## config.mk

```make
export PLATFORM = sky130hd
export DESIGN_NAME = acfd_top
export DESIGN_NICKNAME = d
export VERILOG_FILES = /design/src/logic/acfd_pkg.sv /design/src/logic/acfd_chan_seq.sv /design/src/logic/acfd_top.sv
export SDC_FILE = /design/constraint.sdc
export NUM_CORES = 1
export LEC_CHECK = 0
export BUFFER_PORTS_ARGS = -buffer_cell sky130_fd_sc_hd__buf_4
export CELL_PAD_IN_SITES_DETAIL_PLACEMENT = 0
export CELL_PAD_IN_SITES_GLOBAL_PLACEMENT = 1
export CORE_MARGIN = 2
export CORE_UTILIZATION = 41
export DETAILED_ROUTE_END_ITERATION = 8
export GPL_ROUTABILITY_DRIVEN = 0
export PLACE_DENSITY = 0.8
export RECOVER_POWER = 50
export SLEW_MARGIN = 20
export SYNTH_ARGS = -nofsm -noshare
export SYNTH_HDL_FRONTEND = slang
export SYNTH_SLANG_ARGS = --single-unit
export TNS_END_PERCENT = 10
```

## constraint.sdc

```tcl
create_clock -name sys_clk -period 5.24 [get_ports sys_clk]
set_input_delay 0.786 -clock sys_clk [delete_from_list [all_inputs] [get_ports sys_clk]]
set_output_delay 0.786 -clock sys_clk [all_outputs]
set_load 0.01 [all_outputs]
```

## src/logic/acfd_pkg.sv

```systemverilog
// constants and types for the converter configuration decode block
//
// Behaviour
// - reference select zero picks first reference pair
// - reference select one picks shared second pair
// - arrangement bit: eight pseudo or four differential
// - enable mask drives sequencer, full settling each
// - burnout on only with buffer, without chop
// - missing-reference flag only while detecting and converting
`default_nettype none

package acfd_pkg;

   localparam int ADDR_W = 8;
   localparam int DATA_W = 32;
   localparam int CFG_W = 24;
   localparam int CH_N = 10;
   localparam int EV_W = 3;

   // register byte offsets
   localparam logic [ADDR_W-1:0] OFF_CFG = 8'h00;
   localparam logic [ADDR_W-1:0] OFF_STATUS = 8'h04;
   localparam logic [ADDR_W-1:0] OFF_INT_STAT = 8'h08;
   localparam logic [ADDR_W-1:0] OFF_INT_CLR = 8'h0C;
   localparam logic [ADDR_W-1:0] OFF_INT_EN = 8'h10;

   typedef enum logic [2:0] {
      IDX_CFG = 3'h0,
      IDX_STATUS = 3'h1,
      IDX_INT_STAT = 3'h2,
      IDX_INT_CLR = 3'h3,
      IDX_INT_EN = 3'h4,
      IDX_NONE = 3'h7
   } acfd_idx_e;

   // configuration field positions
   localparam int CHOP_BIT = 23;
   localparam int REFERENCE_SOURCE_SELECT_BIT = 20;
   localparam int PSEUDO_BIT = 18;
   localparam int MASK_LSB = 8;
   localparam int BURN_BIT = 7;
   localparam int REFERENCE_LOSS_DETECT_ENABLE_BIT = 6;
   localparam int BUF_BIT = 4;
   localparam logic [CFG_W-1:0] CFG_RESERVED_MASK = 24'h68_0020;
   localparam logic [CFG_W-1:0] CFG_RESET = 24'h00_0117;

   // status register fields
   localparam int ST_MISSING_BIT = 0;
   localparam int ST_BUSY_BIT = 1;
   localparam int ST_SEL_LSB = 8;

   // interrupt event bits
   localparam int EV_CONV_DONE = 0;
   localparam int EV_REF_LOST = 1;
   localparam int EV_RSV_WRITE = 2;

   localparam logic [1:0] RESP_OKAY = 2'h0;
   localparam logic [1:0] RESP_SLVERR = 2'h2;

   localparam int SYNC_STAGES = 3;
   localparam logic [3:0] SEQ_IDX_RESET = 4'h9;

   typedef enum logic [2:0] {
      SEQ_IDLE = 3'b001,
      SEQ_START = 3'b010,
      SEQ_WAIT = 3'b100
   } acfd_seq_e;

endpackage

`default_nettype wire

```

## src/logic/acfd_chan_seq.sv

```systemverilog
// automatic channel sequencer over the enabled channel mask
`default_nettype none

module acfd_chan_seq import acfd_pkg::*; (
   // clock and reset
   input wire logic sys_clk,
   input wire logic reset_n,
   // control
   input wire logic [CH_N-1:0] chan_mask,
   input wire logic conv_done,
   // converter side
   output logic [CH_N-1:0] channel_sel,
   output logic conv_start,
   output logic busy
);

   acfd_seq_e state_reg, state_next;
   logic [3:0] idx_reg, idx_next;
   logic [CH_N-1:0] channel_sel_next;
   logic conv_start_next;
   logic busy_next;

   // circular search for the next enabled channel after cur
   function automatic logic [3:0] next_chan(input logic [CH_N-1:0] mask, input logic [3:0] cur);
      logic [3:0] res;
      logic found;
      int j;
      res = cur;
      found = 1'b0;
      for (int i = 1; i <= CH_N; i++) begin
         j = (int'(cur) + i) % CH_N;
         if (!found && mask[j]) begin
            res = 4'(j);
            found = 1'b1;
         end
      end
      return res;
   endfunction

   always_comb begin
      state_next = state_reg;
      idx_next = idx_reg;
      case (state_reg)
         SEQ_IDLE: begin
            if (|chan_mask) begin
               idx_next = next_chan(chan_mask, idx_reg);
               state_next = SEQ_START;
            end
         end
         SEQ_START: state_next = SEQ_WAIT;
         SEQ_WAIT: begin
            // move on only after the full settled conversion
            if (conv_done) begin
               if (|chan_mask) begin
                  idx_next = next_chan(chan_mask, idx_reg);
                  state_next = SEQ_START;
               end else begin
                  state_next = SEQ_IDLE;
               end
            end
         end
         default: state_next = SEQ_IDLE;
      endcase
      conv_start_next = (state_next == SEQ_START);
      busy_next = (state_next != SEQ_IDLE);
      for (int k = 0; k < CH_N; k++) begin
         channel_sel_next[k] = busy_next && (idx_next == 4'(k));
      end
   end

   always_ff @(posedge sys_clk or negedge reset_n) begin
      if (!reset_n) begin
         state_reg <= SEQ_IDLE;
         idx_reg <= SEQ_IDX_RESET;
         channel_sel <= '0;
         conv_start <= 1'b0;
         busy <= 1'b0;
      end else begin
         state_reg <= state_next;
         idx_reg <= idx_next;
         channel_sel <= channel_sel_next;
         conv_start <= conv_start_next;
         busy <= busy_next;
      end
   end
endmodule // acfd_chan_seq

`default_nettype wire

```

## src/logic/acfd_top.sv

```systemverilog
// configuration field decode with axi4-lite registers and interrupt
`default_nettype none

module acfd_top import acfd_pkg::*; (
   // clock and reset
   input wire logic sys_clk,
   input wire logic reset_n,
   // axi4-lite write
   input wire logic [ADDR_W-1:0] s_axi_awaddr,
   input wire logic s_axi_awvalid,
   output logic s_axi_awready,
   input wire logic [DATA_W-1:0] s_axi_wdata,
   input wire logic [3:0] s_axi_wstrb,
   input wire logic s_axi_wvalid,
   output logic s_axi_wready,
   output logic [1:0] s_axi_bresp,
   output logic s_axi_bvalid,
   input wire logic s_axi_bready,
   // axi4-lite read
   input wire logic [ADDR_W-1:0] s_axi_araddr,
   input wire logic s_axi_arvalid,
   output logic s_axi_arready,
   output logic [DATA_W-1:0] s_axi_rdata,
   output logic [1:0] s_axi_rresp,
   output logic s_axi_rvalid,
   input wire logic s_axi_rready,
   // converter pins
   input wire logic conv_done_pin,
   input wire logic ref_low_pin,
   // converter controls
   output logic ref_second_select,
   output logic pseudo_mode,
   output logic burnout_enable,
   output logic reference_missing_flag,
   output logic [CH_N-1:0] channel_sel,
   output logic conv_start,
   // interrupt
   output logic irq
);

   function automatic acfd_idx_e reg_index(input logic [ADDR_W-1:0] addr);
      if (addr == OFF_CFG) begin
         return IDX_CFG;
      end else if (addr == OFF_STATUS) begin
         return IDX_STATUS;
      end else if (addr == OFF_INT_STAT) begin
         return IDX_INT_STAT;
      end else if (addr == OFF_INT_CLR) begin
         return IDX_INT_CLR;
      end else if (addr == OFF_INT_EN) begin
         return IDX_INT_EN;
      end else begin
         return IDX_NONE;
      end
   endfunction

   ////////////////////////////////////////////////////////////////////////////
   // pin synchronisers: a change counts once stages two and three agree
   logic [1:0] pin_in;
   logic [SYNC_STAGES-1:0] sync_reg [2];
   logic [1:0] filt_reg, filt_next;
   logic done_d_reg, done_d_next;
   assign pin_in = {ref_low_pin, conv_done_pin};

   genvar g;
   generate
      for (g = 0; g < 2; g++) begin : g_sync
         always_ff @(posedge sys_clk or negedge reset_n) begin
            if (!reset_n) begin
               sync_reg[g] <= '0;
            end else begin
               sync_reg[g] <= {sync_reg[g][SYNC_STAGES-2:0], pin_in[g]};
            end
         end
         always_comb begin
            filt_next[g] = filt_reg[g];
            if (sync_reg[g][1] == sync_reg[g][2]) begin
               filt_next[g] = sync_reg[g][2];
            end
         end
      end
   endgenerate

   logic conv_done_pulse;
   assign done_d_next = filt_reg[0];
   assign conv_done_pulse = filt_reg[0] && !done_d_reg;

   always_ff @(posedge sys_clk or negedge reset_n) begin
      if (!reset_n) begin
         filt_reg <= '0;
         done_d_reg <= 1'b0;
      end else begin
         filt_reg <= filt_next;
         done_d_reg <= done_d_next;
      end
   end

   ////////////////////////////////////////////////////////////////////////////
   // bus slave and register file
   logic aw_held_reg, aw_held_next, w_held_reg, w_held_next;
   logic [ADDR_W-1:0] aw_addr_reg, aw_addr_next;
   logic [DATA_W-1:0] w_data_reg, w_data_next;
   logic [3:0] w_strb_reg, w_strb_next;
   logic awready_next, wready_next, bvalid_next, arready_next, rvalid_next;
   logic [1:0] bresp_next, rresp_next;
   logic [DATA_W-1:0] rdata_next, rd_word;
   logic [CFG_W-1:0] cfg_reg, cfg_next;
   logic [EV_W-1:0] int_stat_reg, int_stat_next, int_en_reg, int_en_next, events, clr_bits;
   logic irq_next, wr_go, missing_next;
   acfd_idx_e wr_idx, rd_idx;
   logic seq_busy;

   assign wr_idx = reg_index(aw_addr_reg);
   assign rd_idx = reg_index(s_axi_araddr);

   always_comb begin
      rd_word = '0;
      if (rd_idx == IDX_CFG) begin
         rd_word[CFG_W-1:0] = cfg_reg;
      end else if (rd_idx == IDX_STATUS) begin
         rd_word[ST_MISSING_BIT] = reference_missing_flag;
         rd_word[ST_BUSY_BIT] = seq_busy;
         rd_word[ST_SEL_LSB +: CH_N] = channel_sel;
      end else if (rd_idx == IDX_INT_STAT) begin
         rd_word[EV_W-1:0] = int_stat_reg;
      end else if (rd_idx == IDX_INT_EN) begin
         rd_word[EV_W-1:0] = int_en_reg;
      end
   end

   always_comb begin
      aw_held_next = aw_held_reg;
      aw_addr_next = aw_addr_reg;
      w_held_next = w_held_reg;
      w_data_next = w_data_reg;
      w_strb_next = w_strb_reg;
      bvalid_next = s_axi_bvalid;
      bresp_next = s_axi_bresp;
      rvalid_next = s_axi_rvalid;
      rdata_next = s_axi_rdata;
      rresp_next = s_axi_rresp;
      wr_go = 1'b0;
      if (s_axi_awvalid && s_axi_awready) begin
         aw_held_next = 1'b1;
         aw_addr_next = s_axi_awaddr;
      end
      if (s_axi_wvalid && s_axi_wready) begin
         w_held_next = 1'b1;
         w_data_next = s_axi_wdata;
         w_strb_next = s_axi_wstrb;
      end
      if (s_axi_bvalid && s_axi_bready) begin
         bvalid_next = 1'b0;
      end
      // both halves in hand: commit and answer
      if (aw_held_reg && w_held_reg && !s_axi_bvalid) begin
         wr_go = 1'b1;
         aw_held_next = 1'b0;
         w_held_next = 1'b0;
         bvalid_next = 1'b1;
         bresp_next = (wr_idx == IDX_NONE) ? RESP_SLVERR : RESP_OKAY;
      end
      awready_next = !aw_held_next && !bvalid_next;
      wready_next = !w_held_next && !bvalid_next;
      if (s_axi_rvalid && s_axi_rready) begin
         rvalid_next = 1'b0;
      end
      if (s_axi_arvalid && s_axi_arready) begin
         rvalid_next = 1'b1;
         rdata_next = rd_word;
         rresp_next = (rd_idx == IDX_NONE) ? RESP_SLVERR : RESP_OKAY;
      end
      arready_next = !rvalid_next;
   end

   always_comb begin
      cfg_next = cfg_reg;
      if (wr_go && wr_idx == IDX_CFG) begin
         for (int b = 0; b < 3; b++) begin
            if (w_strb_reg[b]) begin
               cfg_next[8*b +: 8] = w_data_reg[8*b +: 8];
            end
         end
      end
      // reserved bits are kept as written so software can see its mistake
      events = '0;
      events[EV_CONV_DONE] = conv_done_pulse && seq_busy;
      events[EV_RSV_WRITE] = wr_go && wr_idx == IDX_CFG && |(cfg_next & CFG_RESERVED_MASK);
      events[EV_REF_LOST] = missing_next && !reference_missing_flag;
      clr_bits = (wr_go && wr_idx == IDX_INT_CLR && w_strb_reg[0]) ? w_data_reg[EV_W-1:0] : '0;
      int_stat_next = (int_stat_reg & ~clr_bits) | events;
      int_en_next = int_en_reg;
      if (wr_go && wr_idx == IDX_INT_EN && w_strb_reg[0]) begin
         int_en_next = w_data_reg[EV_W-1:0];
      end
      irq_next = |(int_stat_next & int_en_next);
   end

   ////////////////////////////////////////////////////////////////////////////
   // field decode to converter controls
   logic ref_sel_next, pseudo_next, burn_next;

   always_comb begin
      ref_sel_next = cfg_reg[REFERENCE_SOURCE_SELECT_BIT];
      pseudo_next = cfg_reg[PSEUDO_BIT];
      // sources would load an unbuffered or chopped input
      burn_next = cfg_reg[BURN_BIT] && cfg_reg[BUF_BIT] && !cfg_reg[CHOP_BIT];
      missing_next = cfg_reg[REFERENCE_LOSS_DETECT_ENABLE_BIT] && seq_busy && filt_reg[1];
   end

   always_ff @(posedge sys_clk or negedge reset_n) begin
      if (!reset_n) begin
         aw_held_reg <= 1'b0;
         aw_addr_reg <= '0;
         w_held_reg <= 1'b0;
         w_data_reg <= '0;
         w_strb_reg <= '0;
         s_axi_awready <= 1'b0;
         s_axi_wready <= 1'b0;
         s_axi_bvalid <= 1'b0;
         s_axi_bresp <= RESP_OKAY;
         s_axi_arready <= 1'b0;
         s_axi_rvalid <= 1'b0;
         s_axi_rdata <= '0;
         s_axi_rresp <= RESP_OKAY;
         cfg_reg <= CFG_RESET;
         int_stat_reg <= '0;
         int_en_reg <= '0;
         irq <= 1'b0;
         ref_second_select <= 1'b0;
         pseudo_mode <= 1'b0;
         burnout_enable <= 1'b0;
         reference_missing_flag <= 1'b0;
      end else begin
         aw_held_reg <= aw_held_next;
         aw_addr_reg <= aw_addr_next;
         w_held_reg <= w_held_next;
         w_data_reg <= w_data_next;
         w_strb_reg <= w_strb_next;
         s_axi_awready <= awready_next;
         s_axi_wready <= wready_next;
         s_axi_bvalid <= bvalid_next;
         s_axi_bresp <= bresp_next;
         s_axi_arready <= arready_next;
         s_axi_rvalid <= rvalid_next;
         s_axi_rdata <= rdata_next;
         s_axi_rresp <= rresp_next;
         cfg_reg <= cfg_next;
         int_stat_reg <= int_stat_next;
         int_en_reg <= int_en_next;
         irq <= irq_next;
         ref_second_select <= ref_sel_next;
         pseudo_mode <= pseudo_next;
         burnout_enable <= burn_next;
         reference_missing_flag <= missing_next;
      end
   end

   acfd_chan_seq u_seq (
      .sys_clk(sys_clk),
      .reset_n(reset_n),
      .chan_mask(cfg_reg[MASK_LSB +: CH_N]),
      .conv_done(conv_done_pulse),
      .channel_sel(channel_sel),
      .conv_start(conv_start),
      .busy(seq_busy)
   );
endmodule // acfd_top

`default_nettype wire

```

==> impl_metrics.py, run 1 <==
metrics = {
    "cells_and_area": {
        "n_antenna_cell": 0,
        "layout.cells.non_filler": 1440,
        "layout_commonest_cell": "buf_4",
        "final_layout_size_suffix_gt1_frac": 0.281,
        "layout.nets": 1236,
        "final_cell_mix": "139 x buf_4, 122 x dfrtp_1, 105 x nand2_1",
        "area_growth_syn_to_layout_pct": 19.9,
        "n_fill_cell": 2043,
    },
    "placed_design": {
        "io_buffers": 98,
        "hpwl_um": 20300,
        "numPlacedInstances": 1403,
    },
    "setup_path": {
        "path_max_fanout": 22,
        "worstSetupStartpoint": "u_seq.idx_reg[1]",
        "crit_slowest_cell": "dfrtp_2",
        "start_kind": "register",
        "crit_type": "reg -> reg",
        "path_cells": "clkinvlp_4 > buf_12 > ha_1 > buf_4 > inv_1 > buf_4 > a211oi_1 > a21oi_1 > ha_1 > mux4_2 > nor2_1 > o32ai_1 > buf_4 > o2111ai_1 > nor4_2 > a211oi_1 > or3_1 > a21o_1 > nor4b_2",
        "rr_worst_depth": 19,
        "worstPathArrival_ps": 5290,
        "r2r_end": "u_seq.channel_sel[9]",
        "r2r_start": "u_seq.idx_reg[1]",
        "r2r_slack_ps": 250,
        "critPathTopFamily": "compound AO/OA/AOI/OAI gates",
        "endpoint_kind": "register",
        "crit_top_cell": "buf_4",
        "path_buf_inv": 6,
        "critPathMaxStageDelay_ps": 470,
        "worstPathRequired_ps": 5540,
    },
    "floorplanning": {
        "die_width_um": 156,
        "core-area_um2": 22600,
        "fp.dieH_um": 156,
        "rows": 55,
        "io_pins": 118,
        "die-area_um2": 24400,
        "start_util": 0.419,
    },
    "clock_tree": {
        "cts_root_buf": "clkbuf_16",
        "worstSkewPairLatency_ps": 400,
        "cts_max_level": 4,
        "cts_buffer_depth": 2,
        "cts_made_buffers": 17,
        "postCtsHoldBufs": 0,
        "clk_pin_slew_ps": 60,
        "cts_tree": "yes",
        "clock_sinks": 131,
    },
    "min_path": {
        "worst_hold_path.num_cells": 0,
        "holdPathEnd": "sync_reg[1]",
        "min-delay-start": "sync_reg[0]",
        "min_path_type": "reg -> reg",
    },
    "job": {
        "cap_violations": 2,
    },
    "yosys": {
        "synth_area_leaders": "dfrtp_1 32%, mux2_2 8.8%, ha_1 4.2%",
        "synth-edff-count": 0,
        "yosys.area.top_type": "dfrtp_1",
        "ys_types": 96,
        "ys.flop_type": "dfrtp_1",
        "synth_area_um2": 9480,
        "synth_seq_cells": 131,
        "synth_top_area_share": 0.325,
        "synth_area_per_cell_um2": 9.30,
        "ys_warn_count": 0,
        "netlist_instances": 1019,
        "async_flop_share": 1.00,
        "yosysSeqAreaShare": 0.347,
    },
    "global_routing": {
        "antenna_found_initial": 0,
        "grt_max_degree": 88,
        "grt_pass1_vias": 8137,
        "overflow": 0,
        "grtUsageTotal": 0.224,
        "grt_pass1_wl_um": 43200,
    },
    "routing": {
        "routed_wirelength_um": 27100,
        "firstDrtPassIters": 6,
        "drc": 0,
        "vias": 8472,
        "viasPerCell": 5.88,
        "wire_per_inst_um": 18.8,
        "postRouteAntennaNets": 0,
        "first_iter_violations": 675,
    },
    "sta": {
        "whs_ps": 348,
        "hold_viol_final": 0,
        "tns_ps": 0,
        "final_max_slew_viol_count": 140,
        "period_minus_slack_ps": 4990,
        "rsz0062_at_grt": "false",
        "setup_viol_count_final": 0,
        "period_share": 0.953,
        "max_slew_margin": -1.50,
        "max_freq_ghz": 0.200,
        "clock_skew_ps": 7.19,
        "worst_slew_pin_slew_ps": 3750,
    },
    "status": {
        "violations": "capacitance limit, slew limit",
        "run_status": "finished with violations",
    },
    "power_and_ir_drop": {
        "leakage_uw": 0.00496,
        "vdd_drop_max_uv": 312,
        "p_per_area_nw_per_um2": 781,
    },
}
cell type report:
| type | instances | area [µm²] | share of cell area |
|---|---|---|---|
| Multi-Input combinational cell | 806 | 5840 | 0.514 |
| Tap cell | 285 | 357 | 0.0314 |
| Clock buffer | 19 | 443 | 0.0389 |
| Timing Repair Buffer | 153 | 1150 | 0.101 |
| Sequential cell | 131 | 3290 | 0.289 |
| Inverter | 34 | 135 | 0.0119 |
| Clock inverter | 12 | 158 | 0.0139 |
stage by stage:
step | cell area [µm²] | power, µW | setup slack, ps | utilization
after global routing | 11400 | 9550 | 11.6 | 0.502
after global placement | 10700 | 7360 | 135 | 0.472
after CTS | 11300 | 8660 | 92.5 | 0.499
after floorplan | 9520 | 5890 | 103 | -
after detailed placement | 10700 | 7420 | 118 | 0.472
final | 11400 | 8880 | 247 | 0.502
worst max-delay path by stage:
| stage | slack (ps) | endpoint | cells after the start |
|---|---|---|---|
| after floorplan | 100 | u_seq.channel_sel[8] | 23 |
| after global placement | 130 | u_seq.channel_sel[6] | 19 |
| after detailed placement | 120 | u_seq.channel_sel[6] | 18 |
| after CTS | 90 | u_seq.channel_sel[6] | 17 |
| after global routing | 10 | u_seq.channel_sel[9] | 19 |
| final | 250 | u_seq.channel_sel[9] | 19 |
routing by layer:
| layer | vias to the layer above | GRT usage | wire length (µm) |
|---|---|---|---|
| met2 | 286 | 0.370 | 13200 |
| li1 | 4073 | - | - |
| met5 | - | 0 | 0 |
| met1 | 4078 | 0.301 | 11800 |
| met3 | 35 | 0.0369 | 1560 |
| met4 | 0 | 0.0686 | 552 |
power by group:
group | internal (µW) | leakage [µW] | total (µW) | switching, µW
sequential | 1280 | 0.00167 | 1490 | 204
clock | 759 | 0.000285 | 1190 | 427
combinational | 2570 | 0.00301 | 6200 | 3630
logic make-up after synthesis:
family,count (synthesis),synth area share
AND/OR/NAND/NOR,332,0.179
XOR/XNOR,27,0.0321
other,1,0.000396
buffers and inverters,91,0.0464
AO/OA/AOI/OAI,298,0.224
multiplexers,100,0.122
flip-flops,131,0.347
adder cells (fa/ha/maj),39,0.0496
repair_timing:
| action | 4_1_cts | 5_1_grt |
|---|---|---|
| endpoints found under the setup margin | 0 | 11 |
| setup buffers | 0 | 6 |
| resized for setup | 0 | 15 |
worst register-to-register path: cells and delay by family, from the launching register on:
family                   cells  cell delay [ps]
adder cells (fa/ha/maj)      2              660
AND/OR/NAND/NOR              4             1030
buffers and inverters        6             1160
flip-flops                   1              470
AO/OA/AOI/OAI                6             1200
multiplexers                 1              350
cell usage after synthesis, drive strengths merged (8+ instances only):
cell type and count:
a211o 8, or2 8, a22oi 18, dfrtp 123, dfstp 8, a211oi 19
nand2 105, a31oi 18, mux2 74, mux2i 21, clkbuf 24, inv 33
o211ai 8, nand2b 12, nor3 23, nor2 67, xor2 8, a21o 10
xnor2 19, buf 33, nand3 26, ha 32, and2 12, o21ai 72
nor2b 14, a21oi 48, nor4 21
Power figures use the tool's default switching activity.
==> run 2, diff against run 1 <==
--- a/config.mk
+++ b/config.mk
@@ -5,11 +5,12 @@
 export SDC_FILE = /design/constraint.sdc
 export NUM_CORES = 1
 export LEC_CHECK = 0
+export ABC_AREA = 1
 export BUFFER_PORTS_ARGS = -buffer_cell sky130_fd_sc_hd__buf_4
 export CELL_PAD_IN_SITES_DETAIL_PLACEMENT = 0
 export CELL_PAD_IN_SITES_GLOBAL_PLACEMENT = 1
 export CORE_MARGIN = 2
-export CORE_UTILIZATION = 41
+export CORE_UTILIZATION = 38
 export DETAILED_ROUTE_END_ITERATION = 8
 export GPL_ROUTABILITY_DRIVEN = 0
 export PLACE_DENSITY = 0.8
==> impl_metrics.py, run 2 <==
metrics = {
    "setup_path": {
        "endpoint_kind": "register",
        "worstPathArrival_ps": 4960,
        "crit_type": "reg -> reg",
        "r2r_start": "u_seq.idx_reg[1]",
        "start_kind": "register",
        "worstPathRequired_ps": 5580,
        "critPathMaxStageDelay_ps": 570,
        "cp-endpoint": "u_seq.channel_sel[5]",
        "r2r_slack_ps": 620,
        "rr_worst_depth": 32,
        "worstSetupStartpoint": "u_seq.idx_reg[1]",
        "path_max_fanout": 15,
        "crit_top_cell": "nand2_1",
        "r2r_end": "u_seq.channel_sel[5]",
        "crit_slowest_cell": "ha_1",
    },
    "clock_tree": {
        "cts_made_buffers": 17,
        "worstSkewPairLatency_ps": 420,
        "cts_max_level": 4,
        "cts_resized": 0,
        "clk_pin_slew_ps": 60,
        "postCtsHoldBufs": 0,
        "post-cts-setup-buffers": 0,
        "cts_buffer_depth": 2,
        "cts_root_buf": "clkbuf_16",
        "clock_sinks": 131,
        "cts_tree": "yes",
    },
    "status": {
        "run_status": "finished with violations",
        "violations": "capacitance limit, slew limit",
    },
    "floorplanning": {
        "die_width_um": 153,
        "fp.dieH_um": 153,
        "die-area_um2": 23300,
        "rows": 54,
        "io_pins": 118,
        "start_util": 0.385,
        "core-area_um2": 21800,
    },
    "yosys": {
        "synth-edff-count": 0,
        "synthSimpleGateAreaFrac": 0.336,
        "ys_warn_count": 0,
        "synth-xor-area-share": 0.0219,
        "synth_top_family_by_area": "simple AND/OR/NAND/NOR gates",
        "synth_adder_area_share": 0.0502,
        "synthTopCellsByCount": "404 x nand2_1, 148 x inv_1, 123 x dfrtp_1, 99 x nand3_1, 83 x nor2_1",
        "synth.area.mux_share": 0.00269,
        "synth_most_common_cell": "nand2_1",
        "synth_top_area_share": 0.367,
        "netlist_instances": 1187,
        "synth_compound_area_frac": 0.0993,
        "synth_seq_cells": 131,
        "yosysSeqAreaShare": 0.392,
        "synth_area_um2": 8380,
        "yosys.area.top_type": "dfrtp_1",
        "synth_area_leaders": "dfrtp_1 37%, nand2_1 18%, inv_1 6.6%",
        "ys.flop_type": "dfrtp_1",
        "ys_types": 53,
        "async_flop_share": 1.00,
        "synth_area_per_cell_um2": 7.06,
    },
    "global_routing": {
        "antenna_found_initial": 0,
        "overflow": 0,
        "use_met3": 0.0384,
        "grt_pass1_vias": 7225,
        "use_met2": 0.311,
        "grtUsageTotal": 0.194,
        "grt_most_used_layer": "met2",
        "met1_usage": 0.269,
        "grt_max_degree": 81,
        "grt_pass1_wl_um": 36600,
    },
    "cells_and_area": {
        "layout_commonest_cell": "nand2_1",
        "area_growth_syn_to_layout_pct": 18.4,
        "final_layout_size_suffix_gt1_frac": 0.137,
        "n_antenna_cell": 0,
        "final_cell_mix": "404 x nand2_1, 148 x inv_1, 123 x dfrtp_1",
        "layout.nets": 1378,
    },
    "routing": {
        "postRouteAntennaNets": 0,
        "viasPerCell": 4.86,
        "drc": 0,
        "vias": 7662,
        "firstDrtPassIters": 5,
        "first_iter_violations": 605,
        "routed_wirelength_um": 22300,
        "wire_per_inst_um": 14.1,
    },
    "sta": {
        "whs_ps": 347,
        "clock_skew_ps": 9.32,
        "worst_slew_pin_slew_ps": 4220,
        "final_max_slew_viol_count": 81,
        "tns_ps": 0,
        "hold_viol_final": 0,
        "period_share": 0.881,
        "max_freq_ghz": 0.217,
        "period_minus_slack_ps": 4620,
        "max_slew_margin": -1.82,
        "rsz0062_at_grt": "false",
        "setup_viol_count_final": 0,
    },
    "job": {
        "cap_violations": 1,
    },
    "placed_design": {
        "hpwl_um": 17000,
        "io_buffers": 98,
    },
    "min_path": {
        "min_path_type": "reg -> reg",
        "worst_hold_path.num_cells": 0,
    },
}
==> run 2: cell types whose count changed after synthesis, sizes merged, moves of 21 or more <==
cell | previous run | this run
nor2 | 67 | 89
mux2 | 74 | 2
nand2 | 105 | 427
inv | 33 | 162
mux2i | 21 | 0
nand3 | 26 | 102
a21oi | 48 | 27
==> run 2: worst min path at each step <==
| stage | start | end | slack [ps] |
|---|---|---|---|
| 2_1_floorplan | sync_reg[0] | sync_reg[1] | 330 |
| 3_3_place_gp | sync_reg[0] | sync_reg[1] | 330 |
| 3_5_place_dp | sync_reg[3] | sync_reg[4] | 330 |
| 4_1_cts | sync_reg[3] | sync_reg[4] | 350 |
| 5_1_grt | sync_reg[0] | sync_reg[1] | 370 |
| 6_report | sync_reg[3] | sync_reg[4] | 350 |
==> run 2: cell type report <==
class	instances	area, µm²
fill	2298	11800
multi-input combinational	863	4320
sequential	131	3290
timing repair buffer	107	698
inverter	165	619
clock buffer	17	425
tap	280	350
clock inverter	14	224
==> run 2: cell families (layout without fill, tap and decap cells) <==
kind of cell	Yosys count	count (layout)
flops	131	131
other cells	1	10
mux	2	2
xor+xnor	18	18
buf+inv	202	303
compound gates	143	143
fa+ha+maj	34	34
simple gates	656	656
==> run 2: critical path: cells and delay by family (launching register included) <==
| kind | cells | cell delay (ps) |
|---|---|---|
| flip-flops | 1 | 560 |
| buffers and inverters | 4 | 490 |
| AND/OR/NAND/NOR | 25 | 2510 |
| AO/OA/AOI/OAI | 1 | 150 |
| adder cells (fa/ha/maj) | 2 | 810 |
==> run 2: through the flow <==
| stage | instance area [µm²] | instances | setup slack, ps | utilization |
|---|---|---|---|---|
| finish | 9920 | 1577 | 622 | 0.456 |
| global route | 9920 | 1577 | 107 | 0.456 |
| CTS | 10000 | 1577 | 585 | 0.461 |
| detailed placement | 9380 | 1546 | 621 | 0.431 |
| global placement | 9380 | 1546 | 666 | 0.431 |
| floorplan | 8420 | 1196 | 1270 | - |
==> run 2: per-layer routing <==
layer | part of all wire | vias to the layer above
met5 | 0 | -
li1 | - | 3950
met4 | 0.016 | 0
met1 | 0.48 | 3528
met2 | 0.46 | 163
met3 | 0.043 | 21
Power of run 2 is not shown: default switching activity piles up to over one toggle a cycle in this logic, so the estimate is an artifact.
